===== config.mk =====
export PLATFORM = sky130hd
export DESIGN_NAME = video_decoder_access_guard
export DESIGN_NICKNAME = d
export VERILOG_FILES = /design/src/hw/access_guard_pkg.sv /design/src/hw/perm_check.sv /design/src/hw/video_decoder_access_guard.sv
export VERILOG_INCLUDE_DIRS = /design/src /design/src/hw
export SDC_FILE = /design/constraint.sdc
export NUM_CORES = 1
export LEC_CHECK = 0
export ABC_AREA = 1
export ABC_CLOCK_PERIOD_IN_PS = 9850
export BUFFER_PORTS_ARGS = -buffer_cell sky130_fd_sc_hd__buf_2
export CAP_MARGIN = 20
export CELL_PAD_IN_SITES_DETAIL_PLACEMENT = 1
export CELL_PAD_IN_SITES_GLOBAL_PLACEMENT = 2
export CORE_MARGIN = 3
export CORE_UTILIZATION = 35
export CTS_CLUSTER_DIAMETER = 120
export DETAILED_ROUTE_END_ITERATION = 16
export PLACE_DENSITY_LB_ADDON = 0.1
export REMOVE_ABC_BUFFERS = 1
export SLEW_MARGIN = 30
export SYNTH_ARGS = -nofsm -noshare
export SYNTH_HDL_FRONTEND = slang
export SYNTH_SLANG_ARGS = --single-unit

===== constraint.sdc =====
create_clock -name clk -period 9.85 [get_ports clk]
set_clock_uncertainty 0.15 [all_clocks]
set_input_delay 1.4775 -clock clk [delete_from_list [all_inputs] [get_ports clk]]
set_output_delay 1.4775 -clock clk [all_outputs]
set_load 0.005 [all_outputs]

===== src/hw/access_guard_consts.svh =====
// Register indices, field positions and widths of the video decoder access guard.
// Assumes the includer wants plain `define names; no logic lives here.
`ifndef ACCESS_GUARD_CONSTS_SVH
`define ACCESS_GUARD_CONSTS_SVH

`define SUB_COUNT        16
`define SUB_IDX_W        4
`define DATA_W           32
`define ADDR_W           8
`define IDX_LSB          2
`define IDX_MSB          7
`define IDX_W            6
`define REG_RD_PERM      6'h10
`define REG_WR_PERM      6'h11
`define REG_LOCK         6'h12
`define REG_TRIG         6'h13
`define REG_PROT         6'h14
`define REG_FENCE_RD     6'h15
`define REG_FENCE_WR     6'h16
`define HI_HALF_BASE     16
`define RESET_WORD       32'h0000_0000

`endif


===== src/hw/access_guard_pkg.sv =====
// Types shared by the video decoder access guard files.
// Assumes access_guard_consts.svh is on the include path.
`include "access_guard_consts.svh"

package access_guard_pkg;
    typedef logic [`DATA_W-1:0]    word_type;
    typedef logic [`SUB_IDX_W-1:0] sub_index_type;
    typedef logic [`IDX_W-1:0]     reg_index_type;
endpackage


===== src/hw/perm_check.sv =====
// Per-transaction permission lookup with registered verdict.
// Assumes valid, index and secure come from logic on the same clock.
`timescale 1ns/100ps
`default_nettype none
`include "access_guard_consts.svh"

module perm_check
    import access_guard_pkg::*;
(
    input  wire logic          clk,
    input  wire logic          rst,
    input  wire word_type      perm,
    input  wire logic          valid,
    input  wire sub_index_type sub_requestor_index,
    input  wire logic          secure,
    output logic               allow_r,
    output logic               deny_r
);
    logic allow_nxt;
    logic deny_nxt;
    logic perm_bit;

    always_comb begin
        // Secure bit at 2n+1, non-secure at 2n
        perm_bit  = perm[{sub_requestor_index, secure}];
        allow_nxt = valid & perm_bit;
        deny_nxt  = valid & ~perm_bit;
    end

    always_ff @(posedge clk or posedge rst) begin
        if (rst) begin
            allow_r <= 1'b0;
            deny_r  <= 1'b0;
        end else begin
            allow_r <= allow_nxt;
            deny_r  <= deny_nxt;
        end
    end
endmodule // perm_check

`default_nettype wire


===== src/hw/video_decoder_access_guard.sv =====
// Access guard for the sixteen video decoder sub-requestors, with APB register slave.
// Assumes APB and requestor strobes are synchronous to clk; secure flags come from the range decoder.
`timescale 1ns/100ps
`default_nettype none
`include "access_guard_consts.svh"

// Operation
// - Write permission bit 2n+1 allows secure-region writes for sub-requestor n.
// - Write permission bit 2n allows non-secure-region writes for sub-requestor n.
// - Lock register bits 31..16 let the bus change each write permission pair.
// - Lock register bits 15..0 let the bus change each read permission pair.
// - Lock bit 1 accepts bus changes; 0 keeps the permission bits unchanged by bus writes (a fence trip still loads them).
// - Lock register holds two bits per sub-requestor: read and write.
// - Fence trips on a read at the chosen level by a selected source.
// - Trigger register holds one select and one type bit per sub-requestor.
// - Trigger bit 16+n: 1 trips on secure reads, 0 on non-secure reads.
// - Trigger bit n marks sub-requestor n as a fence source.
// - Read permissions use the same layout: secure 2n+1, non-secure 2n.
// - On a trip, post-trip values load into live permissions of protected requestors.
module video_decoder_access_guard
    import access_guard_pkg::*;
(
    input  wire logic              clk,
    input  wire logic              rst,
    input  wire logic              psel,
    input  wire logic              penable,
    input  wire logic              pwrite,
    input  wire logic [`ADDR_W-1:0] paddr,
    input  wire word_type          pwdata,
    output word_type               prdata,
    output logic                   pready,
    output logic                   pslverr,
    input  wire logic              rd_valid,
    input  wire sub_index_type     rd_sub_requestor_index,
    input  wire logic              rd_secure,
    input  wire logic              wr_valid,
    input  wire sub_index_type     wr_sub_requestor_index,
    input  wire logic              wr_secure,
    output logic                   rd_allow,
    output logic                   rd_block,
    output logic                   wr_allow,
    output logic                   wr_block,
    output logic                   fence_trip
);
    word_type      decoder_read_permissions_r;
    word_type      decoder_read_permissions_nxt;
    word_type      decoder_write_permissions_r;
    word_type      decoder_write_permissions_nxt;
    word_type      permission_update_lock_r;
    word_type      permission_update_lock_nxt;
    word_type      fence_trigger_control_r;
    word_type      fence_trigger_control_nxt;
    word_type      fence_protect_select_r;
    word_type      fence_protect_select_nxt;
    word_type      fence_read_values_r;
    word_type      fence_read_values_nxt;
    word_type      fence_write_values_r;
    word_type      fence_write_values_nxt;
    word_type      prdata_r;
    word_type      prdata_nxt;
    logic          pready_r;
    logic          pready_nxt;
    logic          pslverr_r;
    logic          pslverr_nxt;
    logic          fence_trip_r;
    logic          fence_trip_nxt;

    word_type      rd_lock_mask;
    word_type      wr_lock_mask;
    word_type      rd_prot_mask;
    word_type      wr_prot_mask;
    logic [`SUB_COUNT-1:0] trig_hit;
    logic          trip_now;
    logic          setup_phase;
    logic          bus_write;
    logic          hit;
    reg_index_type reg_index;

    assign setup_phase = psel & ~penable;
    assign reg_index   = paddr[`IDX_MSB:`IDX_LSB];
    assign bus_write   = setup_phase & pwrite;

    genvar n;
    generate
        for (n = 0; n < `SUB_COUNT; n = n + 1) begin : g_sub
            // Two lock bits per requestor, each spanning its permission pair
            assign rd_lock_mask[2*n+1:2*n] = {2{permission_update_lock_r[n]}};
            assign wr_lock_mask[2*n+1:2*n] = {2{permission_update_lock_r[`HI_HALF_BASE+n]}};
            assign rd_prot_mask[2*n+1:2*n] = {2{fence_protect_select_r[n]}};
            assign wr_prot_mask[2*n+1:2*n] = {2{fence_protect_select_r[`HI_HALF_BASE+n]}};
            assign trig_hit[n] = rd_valid
                               & (rd_sub_requestor_index == sub_index_type'(n))
                               & fence_trigger_control_r[n]
                               & (fence_trigger_control_r[`HI_HALF_BASE+n] == rd_secure);
        end
    endgenerate

    assign trip_now = |trig_hit;

    always_comb begin
        decoder_read_permissions_nxt  = decoder_read_permissions_r;
        decoder_write_permissions_nxt = decoder_write_permissions_r;
        permission_update_lock_nxt    = permission_update_lock_r;
        fence_trigger_control_nxt     = fence_trigger_control_r;
        fence_protect_select_nxt      = fence_protect_select_r;
        fence_read_values_nxt         = fence_read_values_r;
        fence_write_values_nxt        = fence_write_values_r;
        if (bus_write) begin
            case (reg_index)
                `REG_RD_PERM: begin
                    decoder_read_permissions_nxt = (decoder_read_permissions_r & ~rd_lock_mask)
                                                 | (pwdata & rd_lock_mask);
                end
                `REG_WR_PERM: begin
                    decoder_write_permissions_nxt = (decoder_write_permissions_r & ~wr_lock_mask)
                                                  | (pwdata & wr_lock_mask);
                end
                `REG_LOCK:     permission_update_lock_nxt = pwdata;
                `REG_TRIG:     fence_trigger_control_nxt  = pwdata;
                `REG_PROT:     fence_protect_select_nxt   = pwdata;
                `REG_FENCE_RD: fence_read_values_nxt      = pwdata;
                `REG_FENCE_WR: fence_write_values_nxt     = pwdata;
                default: begin
                end
            endcase
        end
        // A trip overrides a bus write in the same cycle so software cannot race the fence
        if (trip_now) begin
            decoder_read_permissions_nxt  = (decoder_read_permissions_nxt & ~rd_prot_mask)
                                          | (fence_read_values_r & rd_prot_mask);
            decoder_write_permissions_nxt = (decoder_write_permissions_nxt & ~wr_prot_mask)
                                          | (fence_write_values_r & wr_prot_mask);
        end
        fence_trip_nxt = trip_now;
    end

    always_comb begin
        hit = 1'b1;
        case (reg_index)
            `REG_RD_PERM:  prdata_nxt = decoder_read_permissions_r;
            `REG_WR_PERM:  prdata_nxt = decoder_write_permissions_r;
            `REG_LOCK:     prdata_nxt = permission_update_lock_r;
            `REG_TRIG:     prdata_nxt = fence_trigger_control_r;
            `REG_PROT:     prdata_nxt = fence_protect_select_r;
            `REG_FENCE_RD: prdata_nxt = fence_read_values_r;
            `REG_FENCE_WR: prdata_nxt = fence_write_values_r;
            default: begin
                prdata_nxt = `RESET_WORD;
                hit        = 1'b0;
            end
        endcase
        if (!setup_phase || pwrite) begin
            prdata_nxt = `RESET_WORD;
        end
        // Zero-wait access: verdict prepared in setup, shown in access phase
        pready_nxt  = setup_phase;
        pslverr_nxt = setup_phase & ~hit;
    end

    always_ff @(posedge clk or posedge rst) begin
        if (rst) begin
            decoder_read_permissions_r  <= `RESET_WORD;
            decoder_write_permissions_r <= `RESET_WORD;
            permission_update_lock_r    <= `RESET_WORD;
            fence_trigger_control_r     <= `RESET_WORD;
            fence_protect_select_r      <= `RESET_WORD;
            fence_read_values_r         <= `RESET_WORD;
            fence_write_values_r        <= `RESET_WORD;
            prdata_r                    <= `RESET_WORD;
            pready_r                    <= 1'b0;
            pslverr_r                   <= 1'b0;
            fence_trip_r                <= 1'b0;
        end else begin
            decoder_read_permissions_r  <= decoder_read_permissions_nxt;
            decoder_write_permissions_r <= decoder_write_permissions_nxt;
            permission_update_lock_r    <= permission_update_lock_nxt;
            fence_trigger_control_r     <= fence_trigger_control_nxt;
            fence_protect_select_r      <= fence_protect_select_nxt;
            fence_read_values_r         <= fence_read_values_nxt;
            fence_write_values_r        <= fence_write_values_nxt;
            prdata_r                    <= prdata_nxt;
            pready_r                    <= pready_nxt;
            pslverr_r                   <= pslverr_nxt;
            fence_trip_r                <= fence_trip_nxt;
        end
    end

    assign prdata     = prdata_r;
    assign pready     = pready_r;
    assign pslverr    = pslverr_r;
    assign fence_trip = fence_trip_r;

    // Checks use permissions as they stand before any trip in the same cycle
    perm_check u_read_check (
        .clk                 (clk),
        .rst                 (rst),
        .perm                (decoder_read_permissions_r),
        .valid               (rd_valid),
        .sub_requestor_index (rd_sub_requestor_index),
        .secure              (rd_secure),
        .allow_r             (rd_allow),
        .deny_r              (rd_block)
    );

    perm_check u_write_check (
        .clk                 (clk),
        .rst                 (rst),
        .perm                (decoder_write_permissions_r),
        .valid               (wr_valid),
        .sub_requestor_index (wr_sub_requestor_index),
        .secure              (wr_secure),
        .allow_r             (wr_allow),
        .deny_r              (wr_block)
    );
endmodule // video_decoder_access_guard

`default_nettype wire


== After elaboration in Yosys (flattened, before gate mapping) ==
Index checks and enable logic that the tools add are counted.

* Magnitude comparators: 2
* Eq/ne operators: 38
* Multiplexer cells: 13
* Bitwise logic cells: 75
* Reduce and logical (&&, ||, !) cells: 10

{| class="wikitable"
|+ Operator list
! operator !! number
|-
| 32-bit bitwise AND || 8
|-
| 32-bit two-way mux || 7
|-
| 32-bit one-hot mux with 7 select lines || 1
|-
| 32-bit NOT || 4
|-
| 32-bit bitwise OR || 4
|-
| 1-bit bitwise AND || 55
|-
| 6-bit by 5-bit == test with 1-bit output (second input constant) || 7
|-
| 4-bit == test (second input constant) || 8
|-
| 1-bit == test || 16
|-
| 4-bit by 3-bit == test with 1-bit output (second input constant) || 4
|-
| 16-bit OR reduction || 1
|-
| 5-bit by 6-bit < comparator with 1-bit output (second input constant) || 2
|-
| 1-bit binary-select mux with 5-bit select || 2
|-
| 2-bit AND reduction || 5
|-
| 4-bit by 2-bit == test with 1-bit output (second input constant) || 2
|-
| 7-bit OR reduction || 1
|-
| 4-bit by 1-bit == test with 1-bit output (second input constant) || 1
|-
| 4-bit zero test || 1
|-
| 1-bit NOT || 4
|-
| 1-bit two-way mux || 3
|-
| 1-bit zero test || 1
|-
| 1-bit logical OR || 1
|}

* Flip-flop bits (word level): 263
* Input port bits: 57
* Output and inout port bits: 39
* Word-level logic and storage cells: 153

== Longest topological paths before layout ==
* Word-level depth: 8
* Depth in mapped cells: 15
* Depth with buffers taken out: 11

== By module ==
A second synthesis with hierarchy kept.

* Cells, all modules: 2067
* Area total of the unflattened synthesis: 14602.8 um^2

{| class="wikitable"
|+ Modules (own cells, without submodules)
! module !! instances !! cells an instance !! area an instance (um^2) !! seq. area each (um^2)
|-
| video_decoder_access_guard || 1 || 1893 || 13749.4 || 6481.2
|-
| perm_check || 2 || 87 || 426.7 || 50.0
|}

== Least setup slack after synthesis ==
Ideal clock, no wire load.

* Path type: input to register
* Start point: input port rd_secure
* End point: register decoder_read_permissions_r[0]
* Setup time: 116 ps
* Arrival time: 2667 ps
* Data required time: 9584 ps
* Path slack: 6916 ps
* Cell stages on the path: 14
* Path buffers: 4
* Cells stage by stage: buf_6 inv_2 buf_6 nand2_1 nand3_1 nor2_1 nor2_1 nand3_1 nor2_1 nand2_1 buf_4 buf_6 nand2_1 nand2_1

* Word-level cells in the longest chain between the ends: 4
* Elaborated cells between the ends (all ways): 34
* Those cells by class: eq/ne: 16; mux: 1; bitwise: 16; reduce/logical: 1

{| class="wikitable"
|+ RTL lines
! element !! RTL line !! text
|-
| from (decl) || video_decoder_access_guard.sv:35 || <nowiki>input wire logic rd_secure,</nowiki>
|-
| 1-bit == test || video_decoder_access_guard.sv:94 || <nowiki>& (fence_trigger_control_r[`HI_HALF_BASE+n] == rd_secure);</nowiki>
|-
| 1-bit bitwise AND || video_decoder_access_guard.sv:91 || <nowiki>assign trig_hit[n] = rd_valid</nowiki>
|-
| 16-bit OR reduction (*) || video_decoder_access_guard.sv:98 || <nowiki>assign trip_now = |trig_hit;</nowiki>
|-
| 32-bit two-way mux (*) || video_decoder_access_guard.sv:128 || <nowiki>if (trip_now) begin</nowiki>
|-
| net decoder_read_permissions_nxt[0] || video_decoder_access_guard.sv:46 || <nowiki>word_type decoder_read_permissions_nxt;</nowiki>
|-
| to (signal assigned) || video_decoder_access_guard.sv:162 || <nowiki>decoder_read_permissions_r <= `RESET_WORD;</nowiki>
|-
| to (signal assigned) || video_decoder_access_guard.sv:174 || <nowiki>decoder_read_permissions_r <= decoder_read_permissions_nxt;</nowiki>
|-
| to (decl) || video_decoder_access_guard.sv:45 || <nowiki>word_type decoder_read_permissions_r;</nowiki>
|}

Mark *: on every way through the listed nets, which the timed path passes. The rest lies on a longest branch.
A chain may end at the register's enable or synchronous reset.

== Final worst setup path ==
* Start point: input port paddr[7]
* End point: register fence_protect_select_r[24]

* Word-level cells in the longest chain between the ends: 2

{| class="wikitable"
|+ RTL lines
! element !! RTL line !! text
|-
| from (decl) || video_decoder_access_guard.sv:28 || <nowiki>input wire logic [`ADDR_W-1:0] paddr,</nowiki>
|-
| 6-bit by 5-bit == test with 1-bit output || video_decoder_access_guard.sv:109 || <nowiki>case (reg_index)</nowiki>
|-
| 2-bit AND reduction (no source line) || - ||
|-
| to (signal assigned) || video_decoder_access_guard.sv:166 || <nowiki>fence_protect_select_r <= `RESET_WORD;</nowiki>
|-
| to (signal assigned) || video_decoder_access_guard.sv:178 || <nowiki>fence_protect_select_r <= fence_protect_select_nxt;</nowiki>
|-
| to (decl) || video_decoder_access_guard.sv:53 || <nowiki>word_type fence_protect_select_r;</nowiki>
|}

Every way passes these cells.

==> impl_metrics.py <==
metrics = {
    "status": {
        "outcome": "finished clean",
    },
    "setup_path": {
        "setup.worst_path.end_class": "flip-flop",
        "critPathMaxStageDelay_ps": 970,
        "worstSetupStartpointType": "input port",
        "r2r_end": "decoder_read_permissions_r[4]$_DFF_PP0_",
        "regToRegSetupSlack_ps": 6920,
        "path_buf_inv": 5,
        "worstPathCellList": "buf_2 > inv_1 > nand2_1 > nor2_4 > buf_4 > nand2_1 > buf_4 > clkinv_1 > nand2_4 > o21ai_0",
        "crit_slowest_cell": "nand2_4",
        "path_delay_family": "buffers and inverters",
        "worstPathMaxFanout": 67,
        "reg2reg_depth": 10,
        "crit_path_end": "fence_protect_select_r[24]$_DFFE_PP0P_",
        "cp.arrival_ps": 4830,
        "crit_cells": 10,
        "critPathLaunch": "paddr[7]",
        "critPathRequiredTime_ps": 10080,
        "reg2reg_from": "fence_trigger_control_r[24]$_DFFE_PP0P_",
        "criticalPathCategory": "input port to flip-flop",
    },
    "die": {
        "initial_core_util_pct": 35.8,
        "dieArea_mm2": 0.0434,
        "dieWidth_um": 208,
        "io_pins": 96,
        "row_count": 73,
        "fp.dieH_um": 208,
        "coreArea_mm2": 0.0401,
    },
    "grt": {
        "grt_pass1_wl_mm": 92.3,
        "grt_max_degree": 142,
        "overflow": 0,
        "antenna_found_initial": 0,
        "grt_pass1_vias": 14764,
        "grtUsageTotal_pct": 27.7,
    },
    "power": {
        "powerDensity_mw_per_mm2": 170,
        "ir_drop_v": 0.0000953,
        "power_mw": 2.79,
        "p_leak_nw": 8.01,
    },
    "worst_hold_path": {
        "hold_path.class": "flip-flop to flip-flop",
    },
    "synth": {
        "synthCells": 2015,
        "yosysWarningCount": 0,
        "yosysTopAreaCell": "dfrtp_1",
        "ys_ff_latch": 263,
        "synth_common_cells": "692 x nand2_1, 293 x nand3_1, 263 x dfrtp_1",
        "synth.area.top_cells": "dfrtp_1 46%, nand2_1 18%, nand3_1 10%, o21ai_0 7.2%, inv_1 4.3%",
        "ys.flop_type": "dfrtp_1",
        "syn_area_per_cell_um2": 7.12,
        "synth-edff-count": 0,
        "yosysTopAreaCellShare_pct": 45.9,
        "synth-async-reset-ratio_pct": 100,
        "ys_types": 26,
        "ys_seq_area_share_pct": 45.9,
        "synth.cell_area_mm2": 0.0143,
        "synth_most_common_cell": "nand2_1",
    },
    "cts": {
        "clk_pin_slew_ps": 60,
        "ctsHoldBuffers": 0,
        "cts_max_path_buffers": 3,
        "post_cts_buffers": 0,
        "clock-sinks": 263,
        "htreeDepth": 2,
        "cts_resized": 0,
        "cts_tree": "done",
        "numCtsBuffers": 36,
        "clock_latency_ps": 550,
        "cts-root-buf": "clkbuf_16",
    },
    "final_layout": {
        "syn_to_final_growth_pct": 14.7,
        "fin_nets": 2127,
        "fillers": 5076,
        "drive_above_1_share_pct": 9.13,
        "antenna_cells": 0,
    },
    "timing": {
        "maxSlewHeadroom_pct": 36.2,
        "final.setup.tns_ps": 0,
        "tightestPinTransition_ps": 957,
        "hold_viol": 0,
        "rsz0062_at_grt": "false",
        "setup_viol": 0,
        "setup_ws_ps": 5240,
        "period_minus_slack_ps": 4610,
        "fin_crit_sh_pct": 46.8,
        "max_freq_ghz": 0.217,
        "finalMaxSlewViolations": 0,
    },
    "detailed_routing": {
        "antenna_left": 0,
        "vias": 14217,
        "drt-wirelength-per-cell_um": 23.0,
        "first_iter_violations": 1024,
        "firstDrtPassIters": 5,
        "via_per_inst": 5.43,
        "drc": 0,
        "routed_wirelength_mm": 60.3,
    },
    "placement": {
        "io_buffers": 93,
        "gp_congestion": 0.840,
        "dp_hpwl_mm": 37.2,
        "dp_slack_ps": 4740,
    },
    "flow_run": {
        "cap_violations": 0,
    },
}
==> through the flow <==
stage               cell area [um2]  cells  utilization, %  hold slack (ps)
floorplan                     13800   1917               -              303
global placement              15200   2556            37.9              317
detailed placement            15200   2556            37.9              323
CTS                           16400   2615            41.0              338
global route                  16500   2616            41.0              375
finish                        16500   2616            41.0              334
==> worst min path at each step <==
stage | from | endpoint | slack, ps | cells past startpoint
global route | fence_trigger_control_r[9]$_DFFE_PP0P_ | fence_trigger_control_r[9]$_DFFE_PP0P_ | 380 | 2
detailed placement | fence_trigger_control_r[15]$_DFFE_PP0P_ | fence_trigger_control_r[15]$_DFFE_PP0P_ | 320 | 2
floorplan | fence_trigger_control_r[10]$_DFFE_PP0P_ | fence_trigger_control_r[10]$_DFFE_PP0P_ | 300 | 2
finish | fence_trigger_control_r[15]$_DFFE_PP0P_ | fence_trigger_control_r[15]$_DFFE_PP0P_ | 330 | 2
global placement | fence_trigger_control_r[14]$_DFFE_PP0P_ | fence_trigger_control_r[14]$_DFFE_PP0P_ | 320 | 2
CTS | fence_trigger_control_r[12]$_DFFE_PP0P_ | fence_trigger_control_r[12]$_DFFE_PP0P_ | 340 | 2
==> flip-flops by register name, indices dropped and copies added (netlist names) <==
name                         cells
decoder_read_permissions_r      32
decoder_write_permissions_r     32
fence_protect_select_r          32
fence_read_values_r             32
fence_trigger_control_r         32
fence_write_values_r            32
permission_update_lock_r        32
prdata                          32
fence_trip                       1
pready                           1
pslverr                          1
u_read_check.allow_r             1
u_read_check.deny_r              1
u_write_check.allow_r            1
u_write_check.deny_r             1
==> worst min-delay path: cells and delay by family, from the launching register on <==
family | cells | cell delay [ps]
flip-flops | 1 | 340
AND/OR/NAND/NOR | 1 | 50
AO/OA/AOI/OAI | 1 | 60
==> area by class of cell <==
cell class	instances	area, um2	share of cell area [%]
clock buffer	50	1070	6.53
clock inverter	9	145	0.882
inverter	172	658	4.00
multi-input combinational	1482	6680	40.6
sequential	263	6580	40.0
tap	525	657	3.99
timing repair buffer	115	663	4.03
==> where the power goes <==
part / internal (mW) / switching, mW
sequential: 1.13 / 0.0432
clock: 0.859 / 0.515
combinational: 0.0713 / 0.174
total: 2.06 / 0.733
==> cell usage in the layout, fill, tap and decap left out, drive strengths merged <==
master	Yosys	final
nand2	692	692
nand3	293	293
dfrtp	263	263
o21ai	206	206
inv	167	166
nor2	128	128
buf	50	115
and2	64	64
clkbuf	48	50
a21oi	42	42
o22ai	13	13
o211ai	12	12
clkinv	5	11
a211oi	9	9
xnor2	7	7
a31oi	7	7
nand4	4	4
nor3	4	4
bufinv	0	4
xor2	1	1
==> routing by layer <==
layer  track usage, %  wire length, um  vias to the layer above
li1                 -                -                     6591
met1             38.6            27700                     7185
met2             45.4            28300                      340
met3             4.04             2750                      101
met4             7.09             1510                        0
met5                0                0                        -
==> cell families after synthesis <==
| kind of cell | after synthesis | synth area share, % |
|---|---|---|
| AOI/OAI and AO/OA | 289 | 10.6 |
| xor gates and xnor gates | 8 | 0.489 |
| buffers and inverters | 270 | 7.96 |
| DFF | 263 | 45.9 |
| and+or+nand+nor | 1185 | 35.0 |
Note: power is estimated with default switching activity, not from simulation.
